<file path="config.mk">
export PLATFORM = sky130hd
export DESIGN_NAME = pwm_auto_shutdown_ctrl
export DESIGN_NICKNAME = d
export VERILOG_FILES = /design/src/design/pwm_shutdown_pkg.sv /design/src/design/pwm_auto_shutdown_ctrl.sv /design/src/design/pin_sync2.sv
export VERILOG_INCLUDE_DIRS = /design/src /design/src/design
export SDC_FILE = /design/constraint.sdc
export NUM_CORES = 1
export LEC_CHECK = 0
export BUFFER_PORTS_ARGS = -buffer_cell sky130_fd_sc_hd__buf_2
export CAP_MARGIN = 25
export CORE_AREA = 5 5 94 96
export DETAILED_ROUTE_END_ITERATION = 10
export DIE_AREA = 0 0 99 101
export PLACE_DENSITY = 0.8
export SLEW_MARGIN = 15
export SYNTH_ARGS = -nofsm -noshare
export SYNTH_HDL_FRONTEND = slang
export SYNTH_SLANG_ARGS = --single-unit
</file>
<file path="constraint.sdc">
create_clock -name pclk -period 4.1 [get_ports pclk]
set_input_delay 0.41 -clock pclk [delete_from_list [all_inputs] [get_ports pclk]]
set_output_delay 0.41 -clock pclk [all_outputs]
set_load 0.02 [all_outputs]
</file>
<file path="src/design/pwm_shutdown_defs.svh">
// Purpose: Register map, field positions, reset values and timing counts
// Assumes: APB byte addresses, one 32-bit word per register
// Notes:   Definitions only
`ifndef PWM_SHUTDOWN_DEFS_SVH
`define PWM_SHUTDOWN_DEFS_SVH

// Register byte addresses
`define ADDR_DEAD_BAND_CONFIG   12'h000
`define ADDR_SHUTDOWN_CONTROL   12'h004
`define ADDR_CAPTURE_COMPARE    12'h008
`define ADDR_STATUS             12'h00c

// Dead-band configuration fields
`define DB_RESTART_BIT          7
`define DB_COUNT_MSB            6
`define DB_COUNT_W              7

// Shutdown control fields
`define SD_STATUS_BIT           7
`define SD_SRC_MSB              6
`define SD_SRC_LSB              4
`define SD_AC_MSB               3
`define SD_AC_LSB               2
`define SD_BD_MSB               1
`define SD_BD_LSB               0
`define SD_SRC_CMP1_BIT         0
`define SD_SRC_CMP2_BIT         1
`define SD_SRC_FAULT_BIT        2
`define SD_STATE_TRI_BIT        1
`define SD_STATE_LVL_BIT        0

// Capture/compare control: polarity bits
`define POL_AC_BIT              0
`define POL_BD_BIT              1

// Status register bits
`define ST_PERIOD_FLAG_BIT      0
`define ST_EVENT_BIT            1
`define ST_HOLD_BIT             2

// Reset values
`define RST_DEAD_BAND_CONFIG    8'h00
`define RST_SHUTDOWN_CONTROL    8'h00
`define RST_POLARITY            2'h0

// Timing: one instruction cycle is four oscillator (pclk) cycles
`define CLKS_PER_INSTR          4
`define DLY_W                   9

`endif

</file>
<file path="src/design/pwm_shutdown_pkg.sv">
// Purpose: Types shared by the auto-shutdown controller
// Assumes: Constants come from pwm_shutdown_defs.svh
// Notes:   No parameters of its own
`include "pwm_shutdown_defs.svh"

package pwm_shutdown_pkg;

   // One bit for each output pin of the bridge
   typedef struct packed {
      logic a;
      logic b;
      logic c;
      logic d;
   } pwm_quad_t;

   // Whole state of the controller
   typedef struct packed {
      logic [7:0]              db_cfg;
      logic [7:0]              sd_ctl;
      logic [1:0]              pol;
      logic                    hold;
      logic                    started;
      logic                    ptf;
      logic                    sd_out;
      logic [`DLY_W-1:0]       dly_a;
      logic [`DLY_W-1:0]       dly_b;
      logic                    act_a;
      logic                    act_b;
      pwm_quad_t               norm;
      pwm_quad_t               norm_oe;
      logic [31:0]             prdata;
      logic                    pready;
      logic                    pslverr;
   } ctrl_state_t;

endpackage : pwm_shutdown_pkg

</file>
<file path="src/design/pwm_auto_shutdown_ctrl.sv">
// Purpose: Auto-shutdown, auto-restart, dead-band and start-up control of a bridge PWM output stage
// Assumes: pclk is the oscillator clock; PWM drive and period start come from logic on pclk
// Notes:   Pin forcing on a fault is combinational so it does not wait for a clock edge
//          APB answers with zero wait states; pready stands for the access cycle only
//          Unmapped words answer with pslverr, read zero and drop their writes
//          Pin causes reach the status bit three edges after the pin moves
//          A status write loses to a synchronised cause in the same cycle
//          Auto-restart clears status one cycle after the synchronised cause drops
//          Writing one to status forces the pins as a cause would
//          Hold keeps the pins forced until a period starts with status clear
//          Dead-band adds two pipeline cycles on the A and B paths; C and D add one
//          The dead-band counter restarts on every fall of the raw drive
//          Forced levels ignore polarity; a pin drives only if its port enable is set
//          Period flag: first pulse arms, each later pulse sets, write one clears
//          Limitation: a cause shorter than one clock forces pins but may set no status
//          Limitation: polarity changes while pins drive take effect at once
//
// Notes on behaviour
// - Seven-bit dead-band count delays going active by that many instruction cycles
// - Three-bit source select picks none, comparators, fault pin or combinations
// - On shutdown A/C pins go low, high or tri-state per field
// - On shutdown B/D pins go low, high or tri-state per field
// - With auto-restart, status stays set while cause persists, then clears
// - Without auto-restart, status stays set until software clears it
// - After status clears, normal PWM resumes at next period start
// - Writes to the status bit are ignored while a selected synchronised cause is present
// - Comparator sources are levels; status cannot clear while they signal
// - Writing one to the status bit forces the shutdown state
// - Top bit of dead-band register enables auto-restart
// - Two low control bits pick polarity for A/C and B/D pairs
// - Period flag is set as the second PWM period starts
// - After reset every PWM pin is undriven
// - A shutdown event forces pins at once and sets the status bit
// - Status set at period start keeps shutdown the whole period
// - Dead-band applies only in half-bridge mode, only on going active
// - Sources are either comparator or a low level on the fault pin
//
// The APB register port and the address map were chosen for this implementation.
`timescale 1ns/1ps
`include "pwm_shutdown_defs.svh"

module pwm_auto_shutdown_ctrl (
   // Clock and reset
   input  wire logic                         pclk,
   input  wire logic                         presetn,
   // APB slave
   input  wire logic                         psel,
   input  wire logic                         penable,
   input  wire logic                         pwrite,
   input  wire logic [11:0]                  paddr,
   input  wire logic [31:0]                  pwdata,
   output logic      [31:0]                  prdata,
   output logic                              pready,
   output logic                              pslverr,
   // From the PWM generator and port logic
   input  wire pwm_shutdown_pkg::pwm_quad_t  pwm_raw,
   input  wire logic                         period_start,
   input  wire logic                         half_bridge_mode,
   input  wire pwm_shutdown_pkg::pwm_quad_t  pin_drive_en,
   // Shutdown source pins
   input  wire logic                         fault_input_n,
   input  wire logic                         cmp1_out,
   input  wire logic                         cmp2_out,
   // Output pins
   output pwm_shutdown_pkg::pwm_quad_t       pwm_out,
   output pwm_shutdown_pkg::pwm_quad_t       pwm_out_oe,
   // Status to the system
   output logic                              period_timer_flag,
   output logic                              shutdown_active
);

   pwm_shutdown_pkg::ctrl_state_t st_q;
   pwm_shutdown_pkg::ctrl_state_t st_d;

   logic [2:0]             src_sync;
   logic                   ev_sync;
   logic                   ev_raw;
   logic                   force_sd;
   logic                   acc;
   logic                   wr;
   logic                   hit;
   logic [`DLY_W-1:0]      db_load;
   logic [`DLY_W:0]        step_a;
   logic [`DLY_W:0]        step_b;
   logic [1:0]             ac_state;
   logic [1:0]             bd_state;

   // Register strobes, named causes and pair enables
   logic                   wr_db;
   logic                   wr_sd;
   logic                   wr_cc;
   logic                   wr_st;
   logic                   flt_s;
   logic                   cmp1_s;
   logic                   cmp2_s;
   logic [`DB_COUNT_W-1:0] db_count;
   logic [1:0]             ac_pair_oe;
   logic [1:0]             bd_pair_oe;

   // Picks the selected sources out of fault, comparator 1 and comparator 2
   function automatic logic sel_event(input logic [2:0] src, input logic flt, input logic c1,
                                      input logic c2);
      logic hit_c1;
      logic hit_c2;
      logic hit_flt;
      // Code 000 matches nothing, which turns shutdown off
      hit_c1    = src[`SD_SRC_CMP1_BIT] & c1;
      hit_c2    = src[`SD_SRC_CMP2_BIT] & c2;
      hit_flt   = src[`SD_SRC_FAULT_BIT] & flt;
      sel_event = hit_c1 | hit_c2 | hit_flt;
   endfunction : sel_event

   // Address decode shared by read and write paths
   function automatic logic addr_mapped(input logic [11:0] a);
      addr_mapped = (a == `ADDR_DEAD_BAND_CONFIG) || (a == `ADDR_SHUTDOWN_CONTROL)
                 || (a == `ADDR_CAPTURE_COMPARE) || (a == `ADDR_STATUS);
   endfunction : addr_mapped

   // A fall clears the counter, so each rise waits the full delay
   // One dead-band step: returns {active, counter}
   function automatic logic [`DLY_W:0] db_step(input logic raw, input logic act,
                                               input logic [`DLY_W-1:0] cnt,
                                               input logic [`DLY_W-1:0] load, input logic hb);
      if (!hb)
         db_step = {raw, {`DLY_W{1'b0}}};
      else if (!raw)
         db_step = {1'b0, {`DLY_W{1'b0}}};
      else if (act)
         db_step = {1'b1, cnt};
      else if (cnt >= load)
         db_step = {1'b1, cnt};
      else
         db_step = {1'b0, cnt + `DLY_W'(1)};
   endfunction : db_step

   // Reset value of the synchroniser reads as no fault on every source
   // Inverted fault pin so that reset clears to "no fault"
   pin_sync2 #(
      .W(3)
   ) u_sync (
      .pclk    (pclk),
      .presetn (presetn),
      .din     ({~fault_input_n, cmp2_out, cmp1_out}),
      .dout    (src_sync)
   );

   // Synchronised causes, named by source
   assign flt_s  = src_sync[2];
   assign cmp1_s = src_sync[0];
   assign cmp2_s = src_sync[1];

   // Event detection, clocked and unclocked
   assign ev_sync = sel_event(st_q.sd_ctl[`SD_SRC_MSB:`SD_SRC_LSB], flt_s, cmp1_s,
                              cmp2_s);
   // Raw cause reaches only the forcing path, never a flip-flop
   assign ev_raw  = sel_event(st_q.sd_ctl[`SD_SRC_MSB:`SD_SRC_LSB], ~fault_input_n, cmp1_out,
                              cmp2_out);

   // Bus access qualifiers
   assign acc     = psel & penable & st_q.pready;
   assign wr      = acc & pwrite & addr_mapped(paddr);
   assign hit     = addr_mapped(paddr);

   // Delay in pclk cycles; seven bits times four still fits the counter
   assign db_count = st_q.db_cfg[`DB_COUNT_MSB:0];
   assign db_load  = `DLY_W'(db_count) * `DLY_W'(`CLKS_PER_INSTR);

   // One strobe per register; each fires only on the completing access edge
   assign wr_db = wr && (paddr == `ADDR_DEAD_BAND_CONFIG);
   assign wr_sd = wr && (paddr == `ADDR_SHUTDOWN_CONTROL);
   assign wr_cc = wr && (paddr == `ADDR_CAPTURE_COMPARE);
   assign wr_st = wr && (paddr == `ADDR_STATUS);

   // Dead-band on the two half-bridge outputs
   assign step_a = db_step(pwm_raw.a, st_q.act_a, st_q.dly_a, db_load, half_bridge_mode);
   assign step_b = db_step(pwm_raw.b, st_q.act_b, st_q.dly_b, db_load, half_bridge_mode);

   // Next state
   always_comb
   begin
      st_d = st_q;

      // Plain register writes
      if (wr_db)
         st_d.db_cfg = pwdata[7:0];
      if (wr_cc)
         st_d.pol = pwdata[`POL_BD_BIT:`POL_AC_BIT];
      if (wr_sd)
         st_d.sd_ctl[`SD_SRC_MSB:0] = pwdata[`SD_SRC_MSB:0];

      // Shutdown status: event wins over any write
      // Restart clears only with no synchronised cause, so a level cause holds it
      if (ev_sync)
         st_d.sd_ctl[`SD_STATUS_BIT] = 1'b1;
      else if (wr_sd)
         st_d.sd_ctl[`SD_STATUS_BIT] = pwdata[`SD_STATUS_BIT];
      else if (st_q.db_cfg[`DB_RESTART_BIT])
         st_d.sd_ctl[`SD_STATUS_BIT] = 1'b0;

      // Hold outputs off until a period starts with status clear
      if (st_q.sd_ctl[`SD_STATUS_BIT])
         st_d.hold = 1'b1;
      else if (period_start)
         st_d.hold = 1'b0;

      // Period flag; a set in the clearing cycle wins
      // First pulse only arms, so the flag marks the second period start
      if (period_start)
         st_d.started = 1'b1;
      if (wr_st && pwdata[`ST_PERIOD_FLAG_BIT])
         st_d.ptf = 1'b0;
      if (period_start && st_q.started)
         st_d.ptf = 1'b1;

      // Status line as the pins see it, status or hold
      st_d.sd_out = st_d.sd_ctl[`SD_STATUS_BIT] | st_d.hold;

      // Dead-band and polarity on the normal path
      // Polarity applies after the delay, so the delay always guards going active
      st_d.act_a  = step_a[`DLY_W];
      st_d.dly_a  = step_a[`DLY_W-1:0];
      st_d.act_b  = step_b[`DLY_W];
      st_d.dly_b  = step_b[`DLY_W-1:0];
      st_d.norm.a = st_q.act_a ^ st_q.pol[`POL_AC_BIT];
      st_d.norm.c = pwm_raw.c ^ st_q.pol[`POL_AC_BIT];
      st_d.norm.b = st_q.act_b ^ st_q.pol[`POL_BD_BIT];
      st_d.norm.d = pwm_raw.d ^ st_q.pol[`POL_BD_BIT];
      st_d.norm_oe = pin_drive_en;

      // APB answer: ready in the first access cycle, read data staged in setup
      // Unmapped words read zero and raise pslverr; their writes are dropped
      st_d.pready  = psel & ~penable;
      st_d.pslverr = psel & ~penable & ~hit;
      st_d.prdata  = '0;
      if (psel && !penable)
      begin
         case (paddr)
            `ADDR_DEAD_BAND_CONFIG: st_d.prdata[7:0] = st_q.db_cfg;
            `ADDR_SHUTDOWN_CONTROL: st_d.prdata[7:0] = st_q.sd_ctl;
            `ADDR_CAPTURE_COMPARE:  st_d.prdata[`POL_BD_BIT:`POL_AC_BIT] = st_q.pol;
            `ADDR_STATUS:
            begin
               st_d.prdata[`ST_PERIOD_FLAG_BIT] = st_q.ptf;
               st_d.prdata[`ST_EVENT_BIT]       = ev_sync;
               st_d.prdata[`ST_HOLD_BIT]        = st_q.hold;
            end
            default: st_d.prdata = '0;
         endcase
      end
   end

   // Fields reset one by one so their values stay named
   // State register; pins undriven from reset
   always_ff @(posedge pclk or negedge presetn)
   begin
      if (!presetn)
      begin
         st_q         <= '0;
         st_q.db_cfg  <= `RST_DEAD_BAND_CONFIG;
         st_q.sd_ctl  <= `RST_SHUTDOWN_CONTROL;
         st_q.pol     <= `RST_POLARITY;
      end
      else
         st_q <= st_d;
   end

   // Forcing path stays combinational so a fault acts without a clock edge
   assign force_sd = ev_raw | st_q.sd_ctl[`SD_STATUS_BIT] | st_q.hold;
   assign ac_state = st_q.sd_ctl[`SD_AC_MSB:`SD_AC_LSB];
   assign bd_state = st_q.sd_ctl[`SD_BD_MSB:`SD_BD_LSB];

   // Enables of each pair under shutdown; the tri-state code drops drive
   assign ac_pair_oe = {st_q.norm_oe.a, st_q.norm_oe.c} & {2{~ac_state[`SD_STATE_TRI_BIT]}};
   assign bd_pair_oe = {st_q.norm_oe.b, st_q.norm_oe.d} & {2{~bd_state[`SD_STATE_TRI_BIT]}};

   // Pin drive: shutdown level or tri-state, else the normal path
   always_comb
   begin
      pwm_out    = st_q.norm;
      pwm_out_oe = st_q.norm_oe;
      // Forced levels skip polarity; pull-downs decide undriven pins
      if (force_sd)
      begin
         pwm_out.a    = ac_state[`SD_STATE_LVL_BIT];
         pwm_out.c    = ac_state[`SD_STATE_LVL_BIT];
         pwm_out_oe.a = ac_pair_oe[1];
         pwm_out_oe.c = ac_pair_oe[0];
         pwm_out.b    = bd_state[`SD_STATE_LVL_BIT];
         pwm_out.d    = bd_state[`SD_STATE_LVL_BIT];
         pwm_out_oe.b = bd_pair_oe[1];
         pwm_out_oe.d = bd_pair_oe[0];
      end
   end

   // Registered outputs
   // Pins are left out on purpose: their forcing must not wait for an edge
   assign prdata            = st_q.prdata;
   assign pready            = st_q.pready;
   assign pslverr           = st_q.pslverr;
   assign period_timer_flag = st_q.ptf;
   assign shutdown_active   = st_q.sd_out;

endmodule : pwm_auto_shutdown_ctrl

</file>
<file path="src/design/pin_sync2.sv">
// Purpose: Two-flop synchroniser for asynchronous pin levels
// Assumes: Inputs are levels, not pulses
// Notes:   First stage feeds only the second stage
`timescale 1ns/1ps

module pin_sync2 #(
   parameter int W = 3
) (
   // Clock and reset
   input  wire logic         pclk,
   input  wire logic         presetn,
   // Levels
   input  wire logic [W-1:0] din,
   output logic      [W-1:0] dout
);

   typedef struct packed {
      logic [W-1:0] s1;
      logic [W-1:0] s2;
   } sync_state_t;

   sync_state_t st_q;
   sync_state_t st_d;

   // Shift chain
   always_comb
   begin
      st_d    = st_q;
      st_d.s1 = din;
      st_d.s2 = st_q.s1;
   end

   // Clears to the inactive level
   always_ff @(posedge pclk or negedge presetn)
   begin
      if (!presetn)
         st_q <= '0;
      else
         st_q <= st_d;
   end

   assign dout = st_q.s2;

endmodule : pin_sync2

</file>
# After elaboration in Yosys (flattened, before gate mapping)
# Index checks and enable logic that the tools add are counted.
[word_totals]
word_cells = 102
ff_bits = 90
ram_bits = 0
latchBits = 0
romBits = 0
mem_count = 0
inputBits = 62
[classes]
div_mod_pow = 0
magnitude_cmp = 2
n_addsub = 2
shifts = 0
multipliers = 0
muxes = 21
n_eq_ne = 7
n_reduce_logical = 15
bitwise_logic = 30
[ops]
columns = ["operator", "count"]
rows = [
  ["2-to-1 mux 10 bit", 8],
  ["equality test 12 x 4 -> 1 bit, second input constant", 2],
  ["adder 9 x 1 -> 9 bit, second input constant", 2],
  ["greater-or-equal comparator 9 bit", 2],
  ["bitwise AND 1 bit", 12],
  ["equality test 12 x 3 -> 1 bit, second input constant", 1],
  ["logical NOT 12 bit", 1],
  ["!= test 3 bit, second input constant", 4],
  ["case mux 5 bit (2 select lines)", 1],
  ["2-to-1 mux 4 bit", 2],
  ["2-to-1 mux 8 bit", 1],
  ["case mux 2 bit (4 select lines)", 1],
  ["logical AND 1 bit", 7],
  ["2-to-1 mux 1 bit", 7],
  ["OR 1 bit", 7],
  ["inverter 1 bit", 5],
  ["bitwise AND 2 bit", 2],
  ["AND reduction 2 bit", 2],
  ["XOR 1 bit", 4],
  ["logical OR 1 bit", 3],
  ["case mux 1 bit (3 select lines)", 1],
  ["nonzero test 2 bit", 1],
  ["logical NOT 1 bit", 1],
]

# Logic depth before layout (Yosys ltp)
# Gate-level depths: netlist of run 1.
[depth]
word_depth = 9
mapped_depth = 8
depth_no_buf = 7

# Modules after synthesis
# A second synthesis of run 1 with hierarchy kept.
[hier_totals]
cells_unflattened = 315
area_unflattened_um2 = 3439.5
[modules_own_cells]
columns = ["mod", "cells_per_inst", "n_inst", "area_each_um2"]
rows = [
  ["pwm_auto_shutdown_ctrl", 309, 1, 3289.4],
  ["pin_sync2", 6, 1, 150.1],
]

# Worst setup path before layout of run 1
# Ideal clock, no wire load.
[synth_path]
path_kind = "register to register"
from = "reg st_q[60] (netlist name)"
to = "reg st_q[61] (netlist name)"
arrival_ns = 1.993
stages_incl_launch_ff = 7
required_time_ns = 4.022
setup_ns = 0.078
n_path_buf = 0
slack_ns = 2.029
path_cell_list = "dfrtp_1 ha_1 a21o_1 a211oi_4 nand4_2 or4_1 a21oi_1"
[synth_via]
elab_chain_cells = 5
[synth_rtl]
columns = ["element", "line_no", "text"]
rows = [
  ["from (decl)", "pwm_auto_shutdown_ctrl.sv:72", "pwm_shutdown_pkg::ctrl_state_t st_q;"],
  ["from (signal assigned)", "pwm_auto_shutdown_ctrl.sv:264", "st_q <= st_d;"],
  ["adder 9 x 1 -> 9 bit", "pwm_auto_shutdown_ctrl.sv:133", "db_step = {1'b0, cnt + `DLY_W'(1)};"],
  ["2-to-1 mux 10 bit", "pwm_auto_shutdown_ctrl.sv:130", "else if (cnt >= load)"],
  ["2-to-1 mux 10 bit", "pwm_auto_shutdown_ctrl.sv:128", "else if (act)"],
  ["2-to-1 mux 10 bit", "pwm_auto_shutdown_ctrl.sv:126", "else if (!raw)"],
  ["2-to-1 mux 10 bit", "pwm_auto_shutdown_ctrl.sv:124", "if (!hb)"],
]
# Parallel ways exist; a longest one is shown, timed or not. The select of a mux whose other input is x is not followed.
# A chain may end at the register's enable or synchronous reset.

==> results of run 1 <==
-- critical path, delay by kind of cell (launching register included) --
| family | cells | cell delay (ns) |
|---|---|---|
| buf+inv | 1 | 0.16 |
| mux | 1 | 0.33 |
| flops | 1 | 0.42 |
| compound gates | 2 | 0.70 |
-- power by group through the flow --
stage	Sequential [W]	Clock [W]	Combinational [W]
5_1_grt	0.000664	0.000544	0.0000945
6_report	0.000664	0.000513	0.0000854
2_1_floorplan	0.000677	0	0.0000597
3_5_place_dp	0.000676	0	0.0000848
3_3_place_gp	0.000676	0	0.0000834
4_1_cts	0.000664	0.000521	0.0000856
-- flip-flops by register name (all words and copies together), names as in the netlist --
name               flops
st_q                  37
prdata                 8
db_count               7
u_sync.dout            3
u_sync.st_d            3
ac_state               2
bd_state               2
period_timer_flag      1
pready                 1
pslverr                1
shutdown_active        1
-- per-stage QoR --
step | area, sq um | utilization, % | total power (W) | setup slack, ns
global placement | 3662 | 45.96 | 0.0007592 | 1.836
finish | 3864 | 48.48 | 0.001262 | 1.732
global route | 3864 | 48.48 | 0.001303 | 1.668
CTS | 3851 | 48.33 | 0.001270 | 1.708
detailed placement | 3662 | 45.96 | 0.0007610 | 1.746
floorplan | 3502 | - | 0.0007364 | 2.029
-- cells by family (layout without fill, tap and decap cells) --
group	Yosys count	in the layout	share of synthesized area, %
multiplexers	28	28	9.341
adder cells (fa/ha/maj)	18	18	6.594
flip-flops	66	66	48.35
XOR/XNOR	4	4	1.026
AO/OA/AOI/OAI	57	57	10.81
other	1	24	0.1098
AND/OR/NAND/NOR	88	88	14.29
buffers and inverters	54	90	9.487
-- routing by layer --
metal  vias up  wire length [um]
li1       1188                 -
met3        14               488
met4         0               161
met2        95              3910
met5         -                 0
met1      1259              2930
-- synth_stat cells (2+ instances only) --
library cell,number
xor2_1,4
a21o_1,2
dfrtp_1,66
a211oi_1,2
or4_1,5
o31ai_1,4
a21oi_1,16
nor2b_1,4
and3_1,5
o2111ai_1,2
nor2_1,14
and2_1,5
mux2i_1,6
mux2_2,21
nor4_1,2
clkbuf_1,4
ha_1,18
a211o_1,3
o21ai_0,18
buf_4,32
nand4_1,8
nand3_1,4
inv_1,16
or3_1,13
nand2_1,19
a31oi_1,3
-- final cells by class --
class | count | area [sq um] | area share, %
Tap cell | 105 | 131.4 | 3.400
Clock inverter | 5 | 37.54 | 0.9715
Sequential cell | 66 | 1652 | 42.75
Multi-Input combinational cell | 219 | 1539 | 39.83
Timing Repair Buffer | 58 | 292.8 | 7.578
Clock buffer | 11 | 151.4 | 3.918
Inverter | 16 | 60.06 | 1.554
-- final timing paths --
kind,slack [ns],end,start,cells after the start
worst min register to register,0.35,u_sync.dout[1],u_sync.st_d[1],0
worst max register to register,1.78,st_q[59],db_count[5],7
max in group asynchronous,3.03,st_q[41],presetn,2
worst max-delay path,1.73,pwm_out[2],st_q[75],4
worst min-delay path,0.16,st_q[56],presetn,1
min in group pclk,0.17,st_q[37],pin_drive_en[3],1
==> flow_summary.ini, run 1 <==
[status]
status = completed

[global_routing]
grt_pass1_vias = 2467
grt_antenna_before_repair = 0
top_usage_layer = met2
use_met1_pct = 17.63
use_met2_pct = 25.67
globalRouteTotalUtil_pct = 14.87
grt_util_met3_pct = 3.599
grt_first_pass_wirelength_mm = 11.70
grt.overflow.total = 0
grt_start_max_net_pins = 36

[sta]
worst_pin_slew_ns = 0.8174
fin_crit_ns = 2.368
finalCritPeriodShare_pct = 57.75
slew_violations = 0
final_hold_viol_count = 0
setup_viol_count_final = 0
fmax_mhz = 422.4
relSlewSlack_pct = 45.51
grt_setup_unrepaired = no
hold_ws_ns = 0.1597
fin_skew_ns = 0.008963
fin_tns_setup_ns = 0

[power_and_ir_drop]
seqPwrFrac_pct = 52.6
p_leak_nw = 1.831
p_comb_share_pct = 6.8
p_switching_w = 0.0003238
cellPowerDensity_nw_per_um2 = 326.7
peakVddDrop_uv = 154.2
p_int_w = 0.0009386
clockPowerShare_pct = 40.7
switching_share_pct = 25.65

[drt]
drtAntennaViolNets = 0
drc = 0
routed_wl_mm = 7.490
wl_per_cell_um = 15.60
viasPerCell = 5.325
drt_iter0_markers = 128
num_vias = 2556
dr.pass1.iters = 6

[setup_path]
end_kind = output pin
startpoint_type = register
worstSetupPathType = reg -> out
cp_slowest_cell = dfrtp_1
crit_chain = a211o_1, a221o_1, mux2_2, buf_2
critPathRequiredTime_ns = 3.69
cp_slowest_stage_delay_ns = 0.42
critPathMaxFanout = 6
arrival_ns = 1.96

[cells_and_area]
mostFrequentLayoutCells = dfrtp_1, buf_2, conb_1
fill_cells = 716
diodes = 0
fin_cells = 480
final_common_cell = dfrtp_1
nets = 450
drive_gt1_share_pct = 27.47
area_delta_synth_final_pct = 13.11

[clock_network]
post_cts.repair.setup_buffers = 0
cts-root-buf = clkbuf_8
cts_buffer_depth = 2
cts_tree = yes
clkSinkCount = 66
clk_pin_slew_ns = 0.08
holdBufCountCts = 0
clk_latency_ns = 0.34
cts_resized = 0
cts_buffers = 9
h-tree-depth = 3

[floorplanning]
io_pins = 106
core_area_sq_um = 7969
die_h_um = 101
initial_utilization_pct = 42.86
dieWidth_um = 99
std_cell_rows = 33
die_area_sq_um = 9999

[yosys]
netlist.area_leader.share_pct = 48.35
ys_seq_elements = 66
syn_avg_cell_area_sq_um = 10.81
synthCells = 316
synth_area_leader_cell = dfrtp_1
synth_area_leaders = dfrtp_1, buf_4, mux2_2, ha_1, o21ai_0
ys.flop_type = dfrtp_1
yosys_warnings = 0
async_flop_share_pct = 100.0
synth_edf_count = 0
synth.distinct_cells = 46
seq_area_frac_synth_pct = 48.35
syn_area_sq_um = 3416

[placement]
dpl.hpwl_mm = 5.447
place.gp.congestion = 0.8183
place_inst = 464
io_buffer_count = 57

[flow_run]
cap_violations = 0

[min_path]
hold_path_class = in -> async
Power figures use the tool's default switching activity.
==> inputs of run 2 (changes only) <==
Settings changed: ABC_AREA set to 1, CORE_AREA 5 5 94 96 to 5 5 99 101, DIE_AREA 0 0 99 101 to 0 0 104 106, PLACE_DENSITY 0.8 to 0.79.
Clock period 4.1 ns to 2.4 ns, I/O delays scaled along.
==> flow_summary.ini, run 2 <==
[status]
status = completed

[drt]
drc = 0
drt_iter0_markers = 152
viasPerCell = 4.787
wl_per_cell_um = 12.23
routed_wl_mm = 8.148
drtAntennaViolNets = 0
dr.pass1.iters = 4
num_vias = 3188

[yosys]
synthCells = 488
syn_avg_cell_area_sq_um = 7.856
synth_most_common_cell = nand2_1
synth_area_leaders = dfrtp_1, nand2_1, inv_1, buf_4, ha_1
yosys_warnings = 0
ys.flop_type = dfrtp_1
async_flop_share_pct = 100.0
synth_area_leader_cell = dfrtp_1
synth_edf_count = 0
seq_area_frac_synth_pct = 43.08
ys_seq_elements = 66
synth.distinct_cells = 33
netlist.area_leader.share_pct = 43.08
syn_area_sq_um = 3834
netlist_top_cells_count = nand2_1, inv_1, dfrtp_1, nor2_1, buf_4

[cells_and_area]
top_register = st_q
largest_reg_flops = 37
area_delta_synth_final_pct = 13.22
nets = 630
diodes = 0
final_common_cell = nand2_1
postLayoutCellArea_sq_um = 4340
mostFrequentLayoutCells = nand2_1, inv_1, dfrtp_1
fin_cells = 666
drive_gt1_share_pct = 16.22

[floorplanning]
std_cell_rows = 35
die_h_um = 106
dieWidth_um = 104
core_area_sq_um = 8934
initial_utilization_pct = 42.91
io_pins = 106
die_area_sq_um = 11020

[power_and_ir_drop]
cellPowerDensity_nw_per_um2 = 519.0
p_comb_share_pct = 7.2
p_leak_nw = 2.344
p_total_w = 0.002253
switching_share_pct = 25.20
p_int_w = 0.001685
clockPowerShare_pct = 42.5
seqPwrFrac_pct = 50.4
p_switching_w = 0.0005676
peakVddDrop_uv = 235.6

[min_path]
hold_path_class = in -> reg

[setup_path]
cp_slowest_cell = dfrtp_1
cp_slowest_stage_delay_ns = 0.41
critPathRequiredTime_ns = 2.16
worstSetupPathType = reg -> out
arrival_ns = 1.84
crit_chain = a211oi_1, nand3_1, o21ai_0, buf_2
startpoint_type = register
end_kind = output pin
critPathMaxFanout = 10

[sta]
relSlewSlack_pct = 61.88
setup_viol_count_final = 0
grt_setup_unrepaired = no
fmax_mhz = 481.3
fin_crit_ns = 2.078
hold_ws_ns = 0.01640
slew_violations = 0
worst_pin_slew_ns = 0.5719
fin_tns_setup_ns = 0
finalCritPeriodShare_pct = 86.57
final_hold_viol_count = 0
fin_skew_ns = 0.01126

[placement]
placed_area_sq_um = 4078
place_inst = 644
dpl.hpwl_mm = 6.323
place.gp.congestion = 0.8717
io_buffer_count = 57

[global_routing]
grt_pass1_vias = 3159
grt.overflow.total = 0
grt_start_max_net_pins = 43
globalRouteTotalUtil_pct = 15.42
grt_antenna_before_repair = 0
grt_first_pass_wirelength_mm = 14.03

[clock_network]
clkSinkCount = 66
clk_pin_slew_ns = 0.07
cts-root-buf = clkbuf_8
cts_buffer_depth = 2
cts_tree = yes
cts_buffers = 9
h-tree-depth = 3
clk_latency_ns = 0.35

[flow_run]
cap_violations = 0
==> run 2: cell types whose count changed after synthesis, moves of 13 or more <==
cell / previous run / this run
mux2_2: 21 / 0
nand3_1: 4 / 22
nor2_1: 14 / 49
inv_1: 16 / 68
nand2_1: 19 / 136
or3_1: 13 / 0
==> run 2: per-stage QoR <==
step	worst slack (ns)	utilization, %
finish	0.3224	48.59
global route	0.1482	48.59
CTS	0.2827	48.47
detailed placement	0.4191	45.64
global placement	0.4835	45.64
floorplan	0.7738	-
==> run 2: final timing paths <==
kind	from	end	slack, ns	cells past startpoint
min in group asynchronous	presetn	st_q[73]	0.44	2
max in group asynchronous	presetn	st_q[50]	1.33	3
worst max-delay path	st_q[74]	pwm_out[3]	0.32	4
worst min-delay path	cmp2_out	u_sync.st_d[1]	0.02	1
worst max register to register	db_count[6]	st_q[60]	0.36	10
worst min register to register	u_sync.st_d[0]	u_sync.dout[0]	0.36	0
==> run 2: layout make-up <==
type | count | area, sq um
fillers | 850 | 4593
multi-input cells | 340 | 1723
flip-flops and latches | 66 | 1652
repair buffers | 64 | 365.4
inverters | 69 | 259.0
well taps | 111 | 138.9
clock buffers | 10 | 137.6
clock inverters | 6 | 65.06
==> run 2: critical path: cells and delay by family (launching register included) <==
kind / cells / cell delay (ns)
simple gates: 1 / 0.35
compound gates: 2 / 0.53
flops: 1 / 0.41
buf+inv: 1 / 0.20
==> run 2: power by group through the flow <==
stage / clock, W / combinational, W / sequential, W
after floorplan: 0 / 0.000107 / 0.00116
after global placement: 0 / 0.000152 / 0.00116
after detailed placement: 0 / 0.000155 / 0.00116
after CTS: 0.000976 / 0.000162 / 0.00113
after global routing: 0.00103 / 0.000183 / 0.00114
final: 0.000957 / 0.000161 / 0.00113
==> run 2: kinds of logic after synthesis <==
family | after synthesis | share of synthesized area [%]
other | 1 | 0.09782
adders and majority gates | 18 | 5.875
and+or+nand+nor | 241 | 27.09
buffers and inverters | 105 | 14.23
xor gates and xnor gates | 9 | 2.056
AOI/OAI and AO/OA | 48 | 7.572
DFF | 66 | 43.08
==> run 2: routing by layer <==
metal	vias up	routed length, um	track usage, %
met5	-	0	0
met4	0	153	6.105
met3	14	491	4.372
met2	83	4012	26.09
met1	1481	3491	18.52
li1	1610	-	-
==> run 2: repair_timing <==
| action | in CTS | in global routing |
|---|---|---|
| gates resized for setup | 0 | 0 |
| hold buffers | 5 | 1 |
| setup buffers | 0 | 0 |
| endpoints found under the hold margin | 28 | 1 |
